<file path="src/rtl/fts_pkg.sv">
// constants, field layout and state type of the fan tachometer speed monitor
package fts_pkg;
  // ********************************************************************
  // register map
  // ********************************************************************
  localparam logic [7:0] ADDR_CTRL = 8'h44;
  localparam logic [7:0] ADDR_THRESHOLD = 8'h45;
  localparam logic [7:0] ADDR_COUNT = 8'h46;
  localparam int CTRL_ENABLE_BIT = 7;
  localparam int CTRL_IRQ_EN_BIT = 6;
  localparam int CTRL_DIV_HI_BIT = 1;
  localparam int CTRL_DIV_LO_BIT = 0;
  localparam logic [7:0] RESET_CTRL = 8'h00;
  localparam logic [7:0] RESET_THRESHOLD = 8'h00;
  localparam logic [7:0] RESET_COUNT = 8'h00;
  localparam logic [7:0] COUNT_NONE = 8'h00;
  localparam logic [7:0] COUNT_MAX = 8'hFF;
  localparam logic [7:0] IRQ_ID_NONE = 8'h00;

  // ********************************************************************
  // timing
  // ********************************************************************
  localparam int CLK_HZ = 200000000;
  localparam int CLK_PERIOD_NS = 5;
  localparam int REF_HZ = 20000;
  localparam int REF_CYCLES = CLK_HZ / REF_HZ;
  // tach edges are slow; a level must hold this long to be believed
  localparam int FILTER_NS = 10000;
  localparam int FILTER_CYCLES = (FILTER_NS + CLK_PERIOD_NS - 1) / CLK_PERIOD_NS;
  localparam int FILTER_W = 12;
  localparam int REF_W = 14;

  typedef enum logic [1:0] {
    FTS_WAIT_EDGE,
    FTS_HALF_A,
    FTS_HALF_B
  } fts_state_e;
endpackage : fts_pkg

</file>
<file path="src/rtl/fts_monitor.sv">
// one fan speed monitoring channel with its three registers
`timescale 1ns/100ps
`default_nettype none
module fts_monitor #(
  parameter int REF_CYCLES = fts_pkg::REF_CYCLES
) (
  input wire logic sys_clk,
  input wire logic rst_n,
  input wire logic tach_input_pin,
  input wire logic [7:0] reg_addr,
  input wire logic reg_wr,
  input wire logic [7:0] reg_wdata,
  output logic [7:0] reg_rdata,
  input wire logic irq_clear,
  output logic irq_n,
  output logic [7:0] irq_source_id
);
  // ********************************************************************
  // state
  // ********************************************************************
  typedef struct packed {
    logic monitor_enable;
    logic speed_irq_enable;
    logic [1:0] divisor_sel;
    logic [7:0] threshold_bits;
    logic [7:0] count_bits;
    logic [7:0] counter;
    logic [fts_pkg::REF_W-1:0] ref_div;
    logic [2:0] prescale;
    fts_pkg::fts_state_e state;
    logic pending;
  } fts_main_s;

  fts_main_s q, d;
  logic tach_rise;
  logic ref_tick;
  logic count_tick;
  logic [2:0] div_m1;

  fts_tach_filter u_filter (
    .sys_clk(sys_clk),
    .rst_n(rst_n),
    .tach_input_pin(tach_input_pin),
    .tach_rise(tach_rise)
  );

  // ********************************************************************
  // next state
  // ********************************************************************
  always_comb begin
    d = q;
    ref_tick = 1'b0;
    count_tick = 1'b0;
    div_m1 = 3'((4'h1 << q.divisor_sel) - 4'h1);
    if (reg_wr && reg_addr == fts_pkg::ADDR_CTRL) begin
      d.monitor_enable = reg_wdata[fts_pkg::CTRL_ENABLE_BIT];
      d.speed_irq_enable = reg_wdata[fts_pkg::CTRL_IRQ_EN_BIT];
      d.divisor_sel = reg_wdata[fts_pkg::CTRL_DIV_HI_BIT:fts_pkg::CTRL_DIV_LO_BIT];
    end
    if (reg_wr && reg_addr == fts_pkg::ADDR_THRESHOLD) begin
      d.threshold_bits = reg_wdata;
    end
    if (!q.monitor_enable) begin
      // disabled channel shows no count and holds no interrupt
      d.count_bits = fts_pkg::COUNT_NONE;
      d.counter = '0;
      d.ref_div = '0;
      d.prescale = '0;
      d.state = fts_pkg::FTS_WAIT_EDGE;
      d.pending = 1'b0;
    end else begin
      if (q.ref_div == fts_pkg::REF_W'(REF_CYCLES - 1)) begin
        d.ref_div = '0;
        ref_tick = 1'b1;
      end else begin
        d.ref_div = q.ref_div + 1'b1;
      end
      if (ref_tick) begin
        if (q.prescale == div_m1) begin
          d.prescale = '0;
          count_tick = 1'b1;
        end else begin
          d.prescale = q.prescale + 1'b1;
        end
      end
      if (count_tick && q.counter != fts_pkg::COUNT_MAX) begin
        d.counter = q.counter + 1'b1;
      end
      if (q.counter == fts_pkg::COUNT_MAX && !q.pending) begin
        d.count_bits = fts_pkg::COUNT_MAX;
      end
      case (q.state)
        fts_pkg::FTS_WAIT_EDGE: begin
          if (tach_rise) begin
            d.state = fts_pkg::FTS_HALF_A;
            d.counter = '0;
          end
        end
        fts_pkg::FTS_HALF_A: begin
          if (tach_rise) begin
            d.state = fts_pkg::FTS_HALF_B;
          end
        end
        fts_pkg::FTS_HALF_B: begin
          // second pulse closes the revolution
          if (tach_rise) begin
            d.state = fts_pkg::FTS_HALF_A;
            d.counter = '0;
            if (!q.pending) begin
              d.count_bits = q.counter;
            end
          end
        end
        default: begin
          d.state = fts_pkg::FTS_WAIT_EDGE;
        end
      endcase
      if (irq_clear && q.pending) begin
        // restart so the next value is a whole revolution
        d.count_bits = fts_pkg::COUNT_NONE;
        d.counter = '0;
        d.state = fts_pkg::FTS_WAIT_EDGE;
      end
      // a new overflow in the clearing cycle keeps the flag set
      d.pending = q.speed_irq_enable &&
                  ((q.counter > q.threshold_bits) || (q.pending && !irq_clear));
    end
    // a new divisor starts from a clean prescale phase, never above its limit
    if (reg_wr && reg_addr == fts_pkg::ADDR_CTRL) begin
      d.prescale = '0;
    end
  end

  always_ff @(posedge sys_clk or negedge rst_n) begin
    if (!rst_n) begin
      q <= '0;
      q.state <= fts_pkg::FTS_WAIT_EDGE;
      q.threshold_bits <= fts_pkg::RESET_THRESHOLD;
      q.count_bits <= fts_pkg::RESET_COUNT;
    end else begin
      q <= d;
    end
  end

  // ********************************************************************
  // outputs
  // ********************************************************************
  assign irq_n = ~q.pending;
  assign irq_source_id = q.pending ? fts_pkg::ADDR_CTRL : fts_pkg::IRQ_ID_NONE;

  always_comb begin
    case (reg_addr)
      fts_pkg::ADDR_CTRL: begin
        reg_rdata = {q.monitor_enable, q.speed_irq_enable, 4'h0, q.divisor_sel};
      end
      fts_pkg::ADDR_THRESHOLD: begin
        reg_rdata = q.threshold_bits;
      end
      fts_pkg::ADDR_COUNT: begin
        reg_rdata = q.count_bits;
      end
      default: begin
        reg_rdata = 8'h00;
      end
    endcase
  end
endmodule : fts_monitor
`default_nettype wire

</file>
<file path="src/rtl/fts_tach_filter.sv">
// synchroniser, slow-edge filter and rising-edge detector for the tach pin
`timescale 1ns/100ps
`default_nettype none
module fts_tach_filter (
  input wire logic sys_clk,
  input wire logic rst_n,
  input wire logic tach_input_pin,
  output logic tach_rise
);
  typedef struct packed {
    logic sync1;
    logic sync2;
    logic level;
    logic [fts_pkg::FILTER_W-1:0] hold;
    logic rise;
  } fts_filt_s;

  fts_filt_s q, d;

  always_comb begin
    d = q;
    d.sync1 = tach_input_pin;
    d.sync2 = q.sync1;
    d.rise = 1'b0;
    if (q.sync2 == q.level) begin
      d.hold = '0;
    end else if (q.hold == fts_pkg::FILTER_W'(fts_pkg::FILTER_CYCLES - 1)) begin
      d.hold = '0;
      d.level = q.sync2;
      d.rise = q.sync2;
    end else begin
      d.hold = q.hold + 1'b1;
    end
  end

  always_ff @(posedge sys_clk or negedge rst_n) begin
    if (!rst_n) begin
      // pin idles high on its pull-up; a low reset level would fake a first edge
      q <= '{sync1: 1'b1, sync2: 1'b1, level: 1'b1, hold: '0, rise: 1'b0};
    end else begin
      q <= d;
    end
  end

  assign tach_rise = q.rise;
endmodule : fts_tach_filter
`default_nettype wire

</file>
<file path="config.mk">
export PLATFORM = sky130hd
export DESIGN_NAME = fts_monitor
export DESIGN_NICKNAME = d
export VERILOG_FILES = /design/src/rtl/fts_pkg.sv /design/src/rtl/fts_monitor.sv /design/src/rtl/fts_tach_filter.sv
export SDC_FILE = /design/constraint.sdc
export NUM_CORES = 1
export LEC_CHECK = 0
export BUFFER_PORTS_ARGS = -buffer_cell sky130_fd_sc_hd__clkbuf_2
export CAP_MARGIN = 20
export CORE_ASPECT_RATIO = 1.25
export CORE_MARGIN = 4
export CORE_UTILIZATION = 40
export DETAILED_ROUTE_END_ITERATION = 16
export GPL_TIMING_DRIVEN = 0
export SLEW_MARGIN = 10
export SYNTH_ARGS = -nofsm -noshare
export SYNTH_HDL_FRONTEND = slang
export SYNTH_SLANG_ARGS = --single-unit
</file>
<file path="constraint.sdc">
create_clock -name sys_clk -period 2 [get_ports sys_clk]
set_clock_uncertainty 0.15 [all_clocks]
set_input_delay 0.4 -clock sys_clk [delete_from_list [all_inputs] [get_ports sys_clk]]
set_output_delay 0.4 -clock sys_clk [all_outputs]
set_load 0.03 [all_outputs]
</file>
==> results.md, run 1 <==
Run status:
- The run finished with clean final reports.

Drt:
- Summing over every cut layer, the via total after detailed routing is 2512.
- Dividing the detail-routed wire length by the instance count gives 14.7 um.
- The pre-antenna-repair detailed-routing pass consisted of 4 iterations.
- After detailed routing, the total wire length is 6.98 mm.
- Using the TritonRoute via totals, the vias-per-cell ratio works out to 5.30.
- The number of DRC violations after detailed routing is 0.
- In this run the remaining antenna-violating nets after routing total 0.
- The starting DRC count in detailed routing is 78.

Pwr:
- The power per cell area is 614 mW/mm^2.
- Combinational logic burns under 10% of the power.
- Per report_power, the sequential group accounts for 54.9% of the total.
- IR analysis of the VDD net gives a maximum drop of 0.303 mV.
- In this run the static leakage power is ~1.8 nW.
- The clock share of power is a little under two fifths.
- The internal power of the cells totals between 1.5 and 2 mW.
- The switching power is around 0.57 mW.
- In this run switching power makes up a little under a quarter of total power.

Setup path:
- Data on the critical path is required at its endpoint by 1.45 ns.
- Together, buffers and inverters on the worst path number 2.
- The critical path crosses 5 cells after its start point.
- The worst register-to-register path has a depth of 6.
- The kind of cell with the highest combined delay along the critical path is simple AND/OR/NAND/NOR gates.
- The most numerous cell type found on the critical path is sky130_fd_sc_hd__clkbuf_2.
- Walking the worst path, the cells encountered are clkbuf_2 -> nor4b_4 -> nand3b_4 -> nor2_2 -> clkbuf_2.
- On the critical path, the stage with the largest delay is an instance of sky130_fd_sc_hd__nor4b_4.
- Of all nets on the critical path, the largest fanout is 5.
- The type of destination of the critical path is an output pin.
- The critical path startpoint category is an input port.
- At the worst endpoint, the arrival time is about 1.4 ns.
- The start-to-end type of the worst setup path is input port to output pin.
- The highest cell delay on the worst timing path is between 0.4 and 0.5 ns.

Placement:
- The routability congestion estimate is just over 0.8.
- In this run the tool buffered the top-level ports with 30 buffer cells.
- Before CTS, the worst setup slack after placement is -0.203 ns.
- The placement-stage cell area is around 0.0037 sq mm.
- Detailed placement finished with a half-perimeter wire length of 5.18 mm.

Layout:
- After filler insertion, the fill cell instance count of the layout stands at between 800 and 900.
- The library cell used most frequently in the layout, excluding fill and tap cells, is sky130_fd_sc_hd__dfrtp_1.
- The fraction of final layout cells with drive strength greater than 1 is around 28%.
- The layout overhead on the synthesized area is 17.0%.
- The number of nets at the end of the flow is slightly above 400.
- The number of antenna cells inserted is 0.
- Leaving out fill and tap cells, the most frequent cells in the layout are sky130_fd_sc_hd__dfrtp_1, sky130_fd_sc_hd__nor2_1, sky130_fd_sc_hd__clkbuf_2, sky130_fd_sc_hd__nand2_1, sky130_fd_sc_hd__a21oi_1.
- After routing the design area is roughly 0.0040 sq mm.
- Once layout is complete, the utilization of the core stands at 48.1%.

STA:
- Timing would allow up to between 0.5 and 0.6 GHz.
- Setup repair after global routing could not meet its margin everywhere.
- The slack of the critical path is around 0.040 ns.
- Hold timing on the final database bottoms out at a slack of around 0.15 ns.
- The final cycle utilization of the critical path is between 90% and 100%.
- Setup violations remaining at the end of the flow were counted as 0.
- The time the worst path needs with I/O delays and setup is about 2.0 ns.
- The final max-slew violation count is 0.
- The hold violation total from the final report is 0.

Clock tree:
- The H-tree depth is 3.
- TritonCTS built the clock tree.
- The clock passes through at most 2 buffers.
- The number of sinks on the clock net is 64.
- The clock edge transition at the registers on the reported setup and hold paths is about 0.060 ns.
- The CTS buffer count is 9.
- CTS placed an instance of sky130_fd_sc_hd__clkbuf_8 at the clock tree root.
- The later pin in the worst-skew pair is clocked with a latency of roughly 0.33 ns.

Synthesis:
- The count of state elements after synthesis is between 60 and 70.
- Averaged over all synthesized cells, the footprint is 10.5 sq um.
- The combined area of all synthesized cells is roughly 0.0034 sq mm.
- The warning count from the yosys run is 0.
- The gate count after technology mapping is approximately 320.
- In this run, synthesis inferred 0 flip-flops with an integrated enable.
- The largest area contributor in the synthesized netlist is sky130_fd_sc_hd__dfrtp_1.
- After synthesis, the cell types taking the most area are sky130_fd_sc_hd__dfrtp_1, sky130_fd_sc_hd__ha_1, sky130_fd_sc_hd__nor2_1, sky130_fd_sc_hd__mux2_2, sky130_fd_sc_hd__a21oi_1.
- The share of the synthesized area in the top cell type is a little under half.
- The async set-reset flop share out of synthesis is 100%.
- The main flop type after synthesis is sky130_fd_sc_hd__dfrtp_1.
- The count of cell types in the netlist is 50.
- The sequential share of the synthesized area is ~47%.

Die:
- The floorplan core area is 0.00824 sq mm.
- The floorplan row count is 37.
- The effective utilization at floorplan is just over 40%.
- 38 I/O pins were placed.
- The die covers 0.0100 sq mm.
- The horizontal extent of the die is ~90 um.
- The die outline height is 111 um.

Global routing:
- The via count of the first global-routing pass is 2591.
- Across every metal layer, demand over resource in global routing totals between 15 and 20%.
- Entering global routing, the biggest net connects 50 pins.
- The first global-routing pass estimated between 10 and 15 mm of wire.
- The number of antenna violations at the first check in global routing is 0.
- The final global-route overflow total is 0.

Run:
- Max-cap violations in this run came to 0.

Hold path:
- The worst min-delay path category is input port to register.
- Counting instances, the worst hold path has a depth of 2.
-- path summary, 6_finish.rpt --
check / start / to / slack (ns)
setup / recovery: reg_addr[7] / reg_rdata[5] / 0.04
hold / removal: reg_wdata[4] / q[40]$_DFFE_PN0P_ / 0.15
setup reg to reg: q[20]$_DFF_PN0_ / q[23]$_DFF_PN0_ / 0.09
hold reg to reg: u_filter.d[14]$_DFF_PN1_ / u_filter.q[14]$_DFF_PN1_ / 0.21
max in group asynchronous: rst_n / u_filter.q[14]$_DFF_PN1_ / 0.77
min in group asynchronous: rst_n / q[1]$_DFFE_PN0P_ / 0.36
-- cell families (layout without fill, tap and decap cells) --
family                   after synthesis  in the layout  share of synthesized area, %
AO/OA/AOI/OAI                         53             53                          10.9
XOR/XNOR                              22             22                          5.69
adder cells (fa/ha/maj)               12             12                          4.43
buffers and inverters                 25             72                          3.66
flip-flops                            64             64                          47.4
multiplexers                          17             17                          5.47
other                                  1              6                         0.111
AND/OR/NAND/NOR                      130            131                          22.3
-- cell type report --
cell class | instances | area [sq um] | area share [%]
inverter | 12 | 45.0 | 1.14
buffer | 11 | 73.8 | 1.86
clock buffer | 13 | 149 | 3.76
timing repair buffer | 35 | 226 | 5.72
sequential | 64 | 1610 | 40.6
tap | 97 | 121 | 3.06
multi-input combinational | 241 | 1730 | 43.7
clock inverter | 1 | 5.00 | 0.126
-- metrics by stage --
step	setup TNS (ns)	power (mW)	std cells
CTS	0	2.47	472
detailed placement	-3.80	1.54	457
floorplan	0	1.45	329
global route	-0.255	2.56	474
global placement	-7.34	1.53	456
finish	0	2.43	474
-- metal layers --
layer	track usage [%]	wire length, um
met1	18.6	3110
met2	24.9	3450
met3	3.94	327
met4	6.23	101
met5	0	0
-- registers in the layout (all words and copies together), names as in the netlist --
register	cells
u_filter.q	14
q	48
u_filter.d	1
u_filter.tach_rise	1
-- power by group through the flow --
stage / logic [mW] / clock network [mW] / registers, mW
5_1_grt: 0.209 / 1.02 / 1.34
3_3_place_gp: 0.169 / 0 / 1.36
3_5_place_dp: 0.178 / 0 / 1.36
6_report: 0.184 / 0.914 / 1.33
4_1_cts: 0.182 / 0.958 / 1.34
2_1_floorplan: 0.102 / 0 / 1.35
-- timing repair --
| item | 4_1_cts | 5_1_grt |
|---|---|---|
| endpoints found under the setup margin | 24 | 24 |
| setup buffers | 0 | 2 |
| hold endpoints to repair | 16 | 0 |
| pin swaps | 0 | 2 |
| resized for setup | 5 | 15 |
| hold buffers | 2 | 0 |
| cloned | 0 | 1 |
-- Yosys cell counts (2+ instances only) --
| library cell | count |
|---|---|
| sky130_fd_sc_hd__nor2b_1 | 6 |
| sky130_fd_sc_hd__nor2_1 | 39 |
| sky130_fd_sc_hd__and2_1 | 2 |
| sky130_fd_sc_hd__nand2b_1 | 2 |
| sky130_fd_sc_hd__xor2_1 | 11 |
| sky130_fd_sc_hd__a22oi_1 | 4 |
| sky130_fd_sc_hd__xnor2_1 | 11 |
| sky130_fd_sc_hd__a21oi_1 | 20 |
| sky130_fd_sc_hd__clkbuf_1 | 5 |
| sky130_fd_sc_hd__nand2_1 | 20 |
| sky130_fd_sc_hd__inv_1 | 12 |
| sky130_fd_sc_hd__mux2i_1 | 5 |
| sky130_fd_sc_hd__dfrtp_1 | 61 |
| sky130_fd_sc_hd__nor3b_1 | 3 |
| sky130_fd_sc_hd__mux2_2 | 12 |
| sky130_fd_sc_hd__buf_4 | 8 |
| sky130_fd_sc_hd__nor4b_4 | 3 |
| sky130_fd_sc_hd__ha_1 | 12 |
| sky130_fd_sc_hd__o21ai_0 | 9 |
| sky130_fd_sc_hd__and3_2 | 6 |
| sky130_fd_sc_hd__and3_1 | 8 |
| sky130_fd_sc_hd__or3_1 | 8 |
| sky130_fd_sc_hd__dfstp_2 | 3 |
| sky130_fd_sc_hd__nand3_1 | 10 |
| sky130_fd_sc_hd__or3b_2 | 2 |
| sky130_fd_sc_hd__nand3b_1 | 2 |
| sky130_fd_sc_hd__o221a_2 | 6 |
| sky130_fd_sc_hd__o21a_1 | 3 |
| sky130_fd_sc_hd__and4_1 | 2 |
| sky130_fd_sc_hd__nand4_1 | 8 |
| sky130_fd_sc_hd__a41oi_1 | 2 |
(Power assumes the default switching activity.)
==> inputs of run 2 (changes only) <==
- CTS_BUF_LIST: unset -> sky130_fd_sc_hd__clkbuf_4
- clock period: 2 -> 2.05 ns (I/O delays scaled with it)
==> run 2 against run 1 <==
Net effect:
- via count is 0.76% higher
- power fell by 11%
- worst hold slack worse by 0.049 ns
- final cell count shrank 0.21%
- global-route usage hardly changed
- setup slack better by 0.011 ns
- count of clock-buffer cells in the layout down 1
- die area stayed put
- routed wire length decreased by 0.43%
- core utilization is 0.84 points lower
- first-iteration DRC count rose by 2.6%
- largest cell class unchanged
- highest routed layer unchanged
==> results.md, run 2 (same netlist as run 1, synthesis figures left out) <==
Drt:
- The detail-routed via count per cell is 5.35 (+0.97%).
- The total number of vias is 2531 (+0.76%).
- The first-pass iteration count of the detailed router is 4 (unchanged).
- The number of DRC violations after detailed routing is 0 (unchanged).
- The count of antenna-violating nets left after detailed routing is 0 (unchanged).
- The starting DRC count in detailed routing is 80 (+2.6%).
- The overall routed net length is 6.95 mm (-0.43%).
- The average wire length per cell after detail routing is 14.7 um (-0.22%).

Clock tree:
- The clock edge transition at the registers on the reported setup and hold paths is 0.09 ns (+0.03 ns).
- The clock insertion delay at the later pin of the skew report is 0.39 ns (+0.06 ns).
- The maximum number of buffers from clock root to sink is 2 (unchanged).
- The number of sinks on the clock net is 64 (unchanged).
- The CTS buffer count is 9 (unchanged).
- The H-tree depth is 3 (unchanged).
- The root buffer cell is sky130_fd_sc_hd__clkbuf_4.
- TritonCTS built the clock tree.

Layout:
- From synthesis to final layout, the design area changed by 15.0%.
- The fraction of final layout cells with drive strength greater than 1 is 29.5% (+1.1 points).
- The post-route cell area is 0.00389 sq mm (-1.7%).
- The number of nets at the end of the flow came to 406 (-0.25%).
- The flip-flop count of the largest register after layout was 48 (unchanged).
- The register with the most flip-flops is q.
- The core occupancy in the finished layout came to 47.3% (-0.84 points).
- The number of antenna cells inserted is 0 (unchanged).
- The largest registers in the layout are q (48), u_filter.q (14).
- The fill cell total of the finished layout is 804 (+0.37%).
- The top cell types in the final layout, fill and taps aside, are sky130_fd_sc_hd__dfrtp_1, sky130_fd_sc_hd__nor2_1, sky130_fd_sc_hd__clkbuf_2, sky130_fd_sc_hd__nand2_1, sky130_fd_sc_hd__a21oi_1.
- The leading cell type in the layout, fill and taps excluded is sky130_fd_sc_hd__dfrtp_1.
- The final cell count without fillers is 473 (-0.21%).

Run status:
- The flow ran to the end, and the final reports show no timing, DRC or antenna violations.

Placement:
- The worst setup timing slack at the placement stage is -0.163 ns (+0.0400 ns).
- The placed wire-length estimate is 5.18 mm (unchanged).
- The number of I/O port buffers came to 30 (unchanged).
- The placement-stage cell area came to 0.00373 sq mm (unchanged).
- The count of placed standard cells including taps was 457 (unchanged).
- The routability congestion estimate came to 0.826 (unchanged).

Global routing:
- The largest net degree at the start of global routing is 50 (unchanged).
- The global-route wire length before repair is 12.2 mm (-0.16%).
- The via count of the first global-routing pass was 2566 (-0.96%).
- The number of antenna violations at the first check in global routing is 0 (unchanged).
- The total global routing track utilization came to 15.0% (-0.019 points).
- The final global-route overflow total is 0 (unchanged).

Pwr:
- The total power came to 2.16 mW (-11%).
- The largest vdd supply drop is 0.290 mV (-4.5%).
- The leakage power total is 1.77 nW (-2.0%).
- The power per cell area was 555 mW/mm^2 (-9.7%).

STA:
- The minimum hold slack was 0.105 ns (-0.0486 ns).
- The final max-slew violation count is 0 (unchanged).
- The final setup violation count is 0 (unchanged).
- Static timing analysis puts the maximum clock frequency at 0.500 GHz.
- The time the worst path needs with I/O delays and setup is between 1.5 and 2 ns.
- The final sum of negative setup slack is 0 ns (unchanged).
- Setup repair after global routing could not meet its margin everywhere.
- The hold violation total from the final report is 0 (unchanged).
- The final cycle utilization of the critical path is 97.5%.
- The slack of the critical path is 0.0508 ns (+0.0108 ns).

Die:
- The full die area came to 0.0100 sq mm (unchanged).
- The die outline height came to 111 um (unchanged).
- The effective utilization at floorplan is 41.1% (unchanged).
- The floorplan core area is 0.00824 sq mm (unchanged).
- The horizontal extent of the die is 90.3 um (unchanged).
- The floorplan row count is 37 (unchanged).
- The I/O pin total was 38 (unchanged).

Setup path:
- The critical path data arrival time is 1.44 ns (+0.03 ns).
- The type of destination of the critical path is an output pin.
- The number of cells traversed by the worst register-to-register path came to 6 (unchanged).
- The worst register-to-register path ends at q[23]$_DFF_PN0_.
- The most critical setup path has its endpoint at reg_rdata[0].
- The slowest stage of the critical path belongs to the cell sky130_fd_sc_hd__dfrtp_2.
- In this run the worst setup path begins at q[44]$_DFFE_PN0P_.
- The startpoint identified for the worst register-to-register timing path is q[45]$_DFFE_PN0P_.
- The highest cell delay on the worst timing path was 0.45 ns (+0.04 ns).
- The worst-case register-to-register setup slack was 0.10 ns (about the same).
- The required time of the worst setup path is 1.49 ns (+0.04 ns).
- The top fanout value on the critical path is 5 (unchanged).
- The critical path startpoint category is a register.
- The worst setup path is of the register to output pin kind.
- The signal on the critical path passes through mux2i_1 -> nor2_1 -> a21oi_1 -> nor2_2 -> buf_6.

Run:
- The number of max-capacitance violations reported is 0 (unchanged).

Hold path:
- The worst min-delay path category is input port to register.
[run 2: changes by cell type in the layout (fill, tap and decap cells not counted), sizes merged]
cell | previous run | this run
buf | 14 | 13
clkinv | 1 | 2
nand3b | 4 | 3
[run 2: what timing repair did]
item	CTS	global route
pin swaps	0	1
setup endpoints to repair	13	19
hold buffers	2	0
resized for setup	3	16
buffers inserted	2	0
endpoints found under the hold margin	16	0
[run 2: cell type report]
cell class / count / area [sq um] / share of cell area, %
timing repair buffer: 35 / 228 / 5.85
clock buffer: 12 / 90.1 / 2.31
tap: 97 / 121 / 3.12
sequential: 64 / 1610 / 41.3
buffer: 11 / 73.8 / 1.90
multi-input combinational: 240 / 1720 / 44.1
inverter: 12 / 45.0 / 1.16
clock inverter: 2 / 8.76 / 0.225
[run 2: where the power goes]
part,switching [mW],total (mW),internal (mW)
Sequential,0.0166,1.30,1.28
Combinational,0.106,0.180,0.0745
Clock,0.407,0.680,0.273
[run 2: worst max-delay path, delay by kind of cell, from the launching register on]
kind                   cells  cell delay, ns
flip-flops                 1            0.45
multiplexers               1            0.20
buffers and inverters      1            0.14
AO/OA/AOI/OAI              1            0.16
AND/OR/NAND/NOR            2            0.12
[run 2: routing by layer]
metal,global-route usage (%),vias to the layer above,part of all wire [%]
li1,-,1247,-
met4,6.84,0,1.9
met1,18.8,1218,45
met3,3.73,12,5.1
met5,0,-,0
met2,24.4,54,48
[run 2: worst min path at each step]
stage / from / to / cells after the start
2_1_floorplan: rst_n / q[0]$_DFF_PN0_ / 0
3_3_place_gp: u_filter.d[14]$_DFF_PN1_ / u_filter.q[14]$_DFF_PN1_ / 0
3_5_place_dp: rst_n / q[1]$_DFFE_PN0P_ / 1
4_1_cts: reg_wdata[4] / q[40]$_DFFE_PN0P_ / 2
5_1_grt: reg_wdata[4] / q[40]$_DFFE_PN0P_ / 2
6_report: reg_wdata[4] / q[40]$_DFFE_PN0P_ / 2
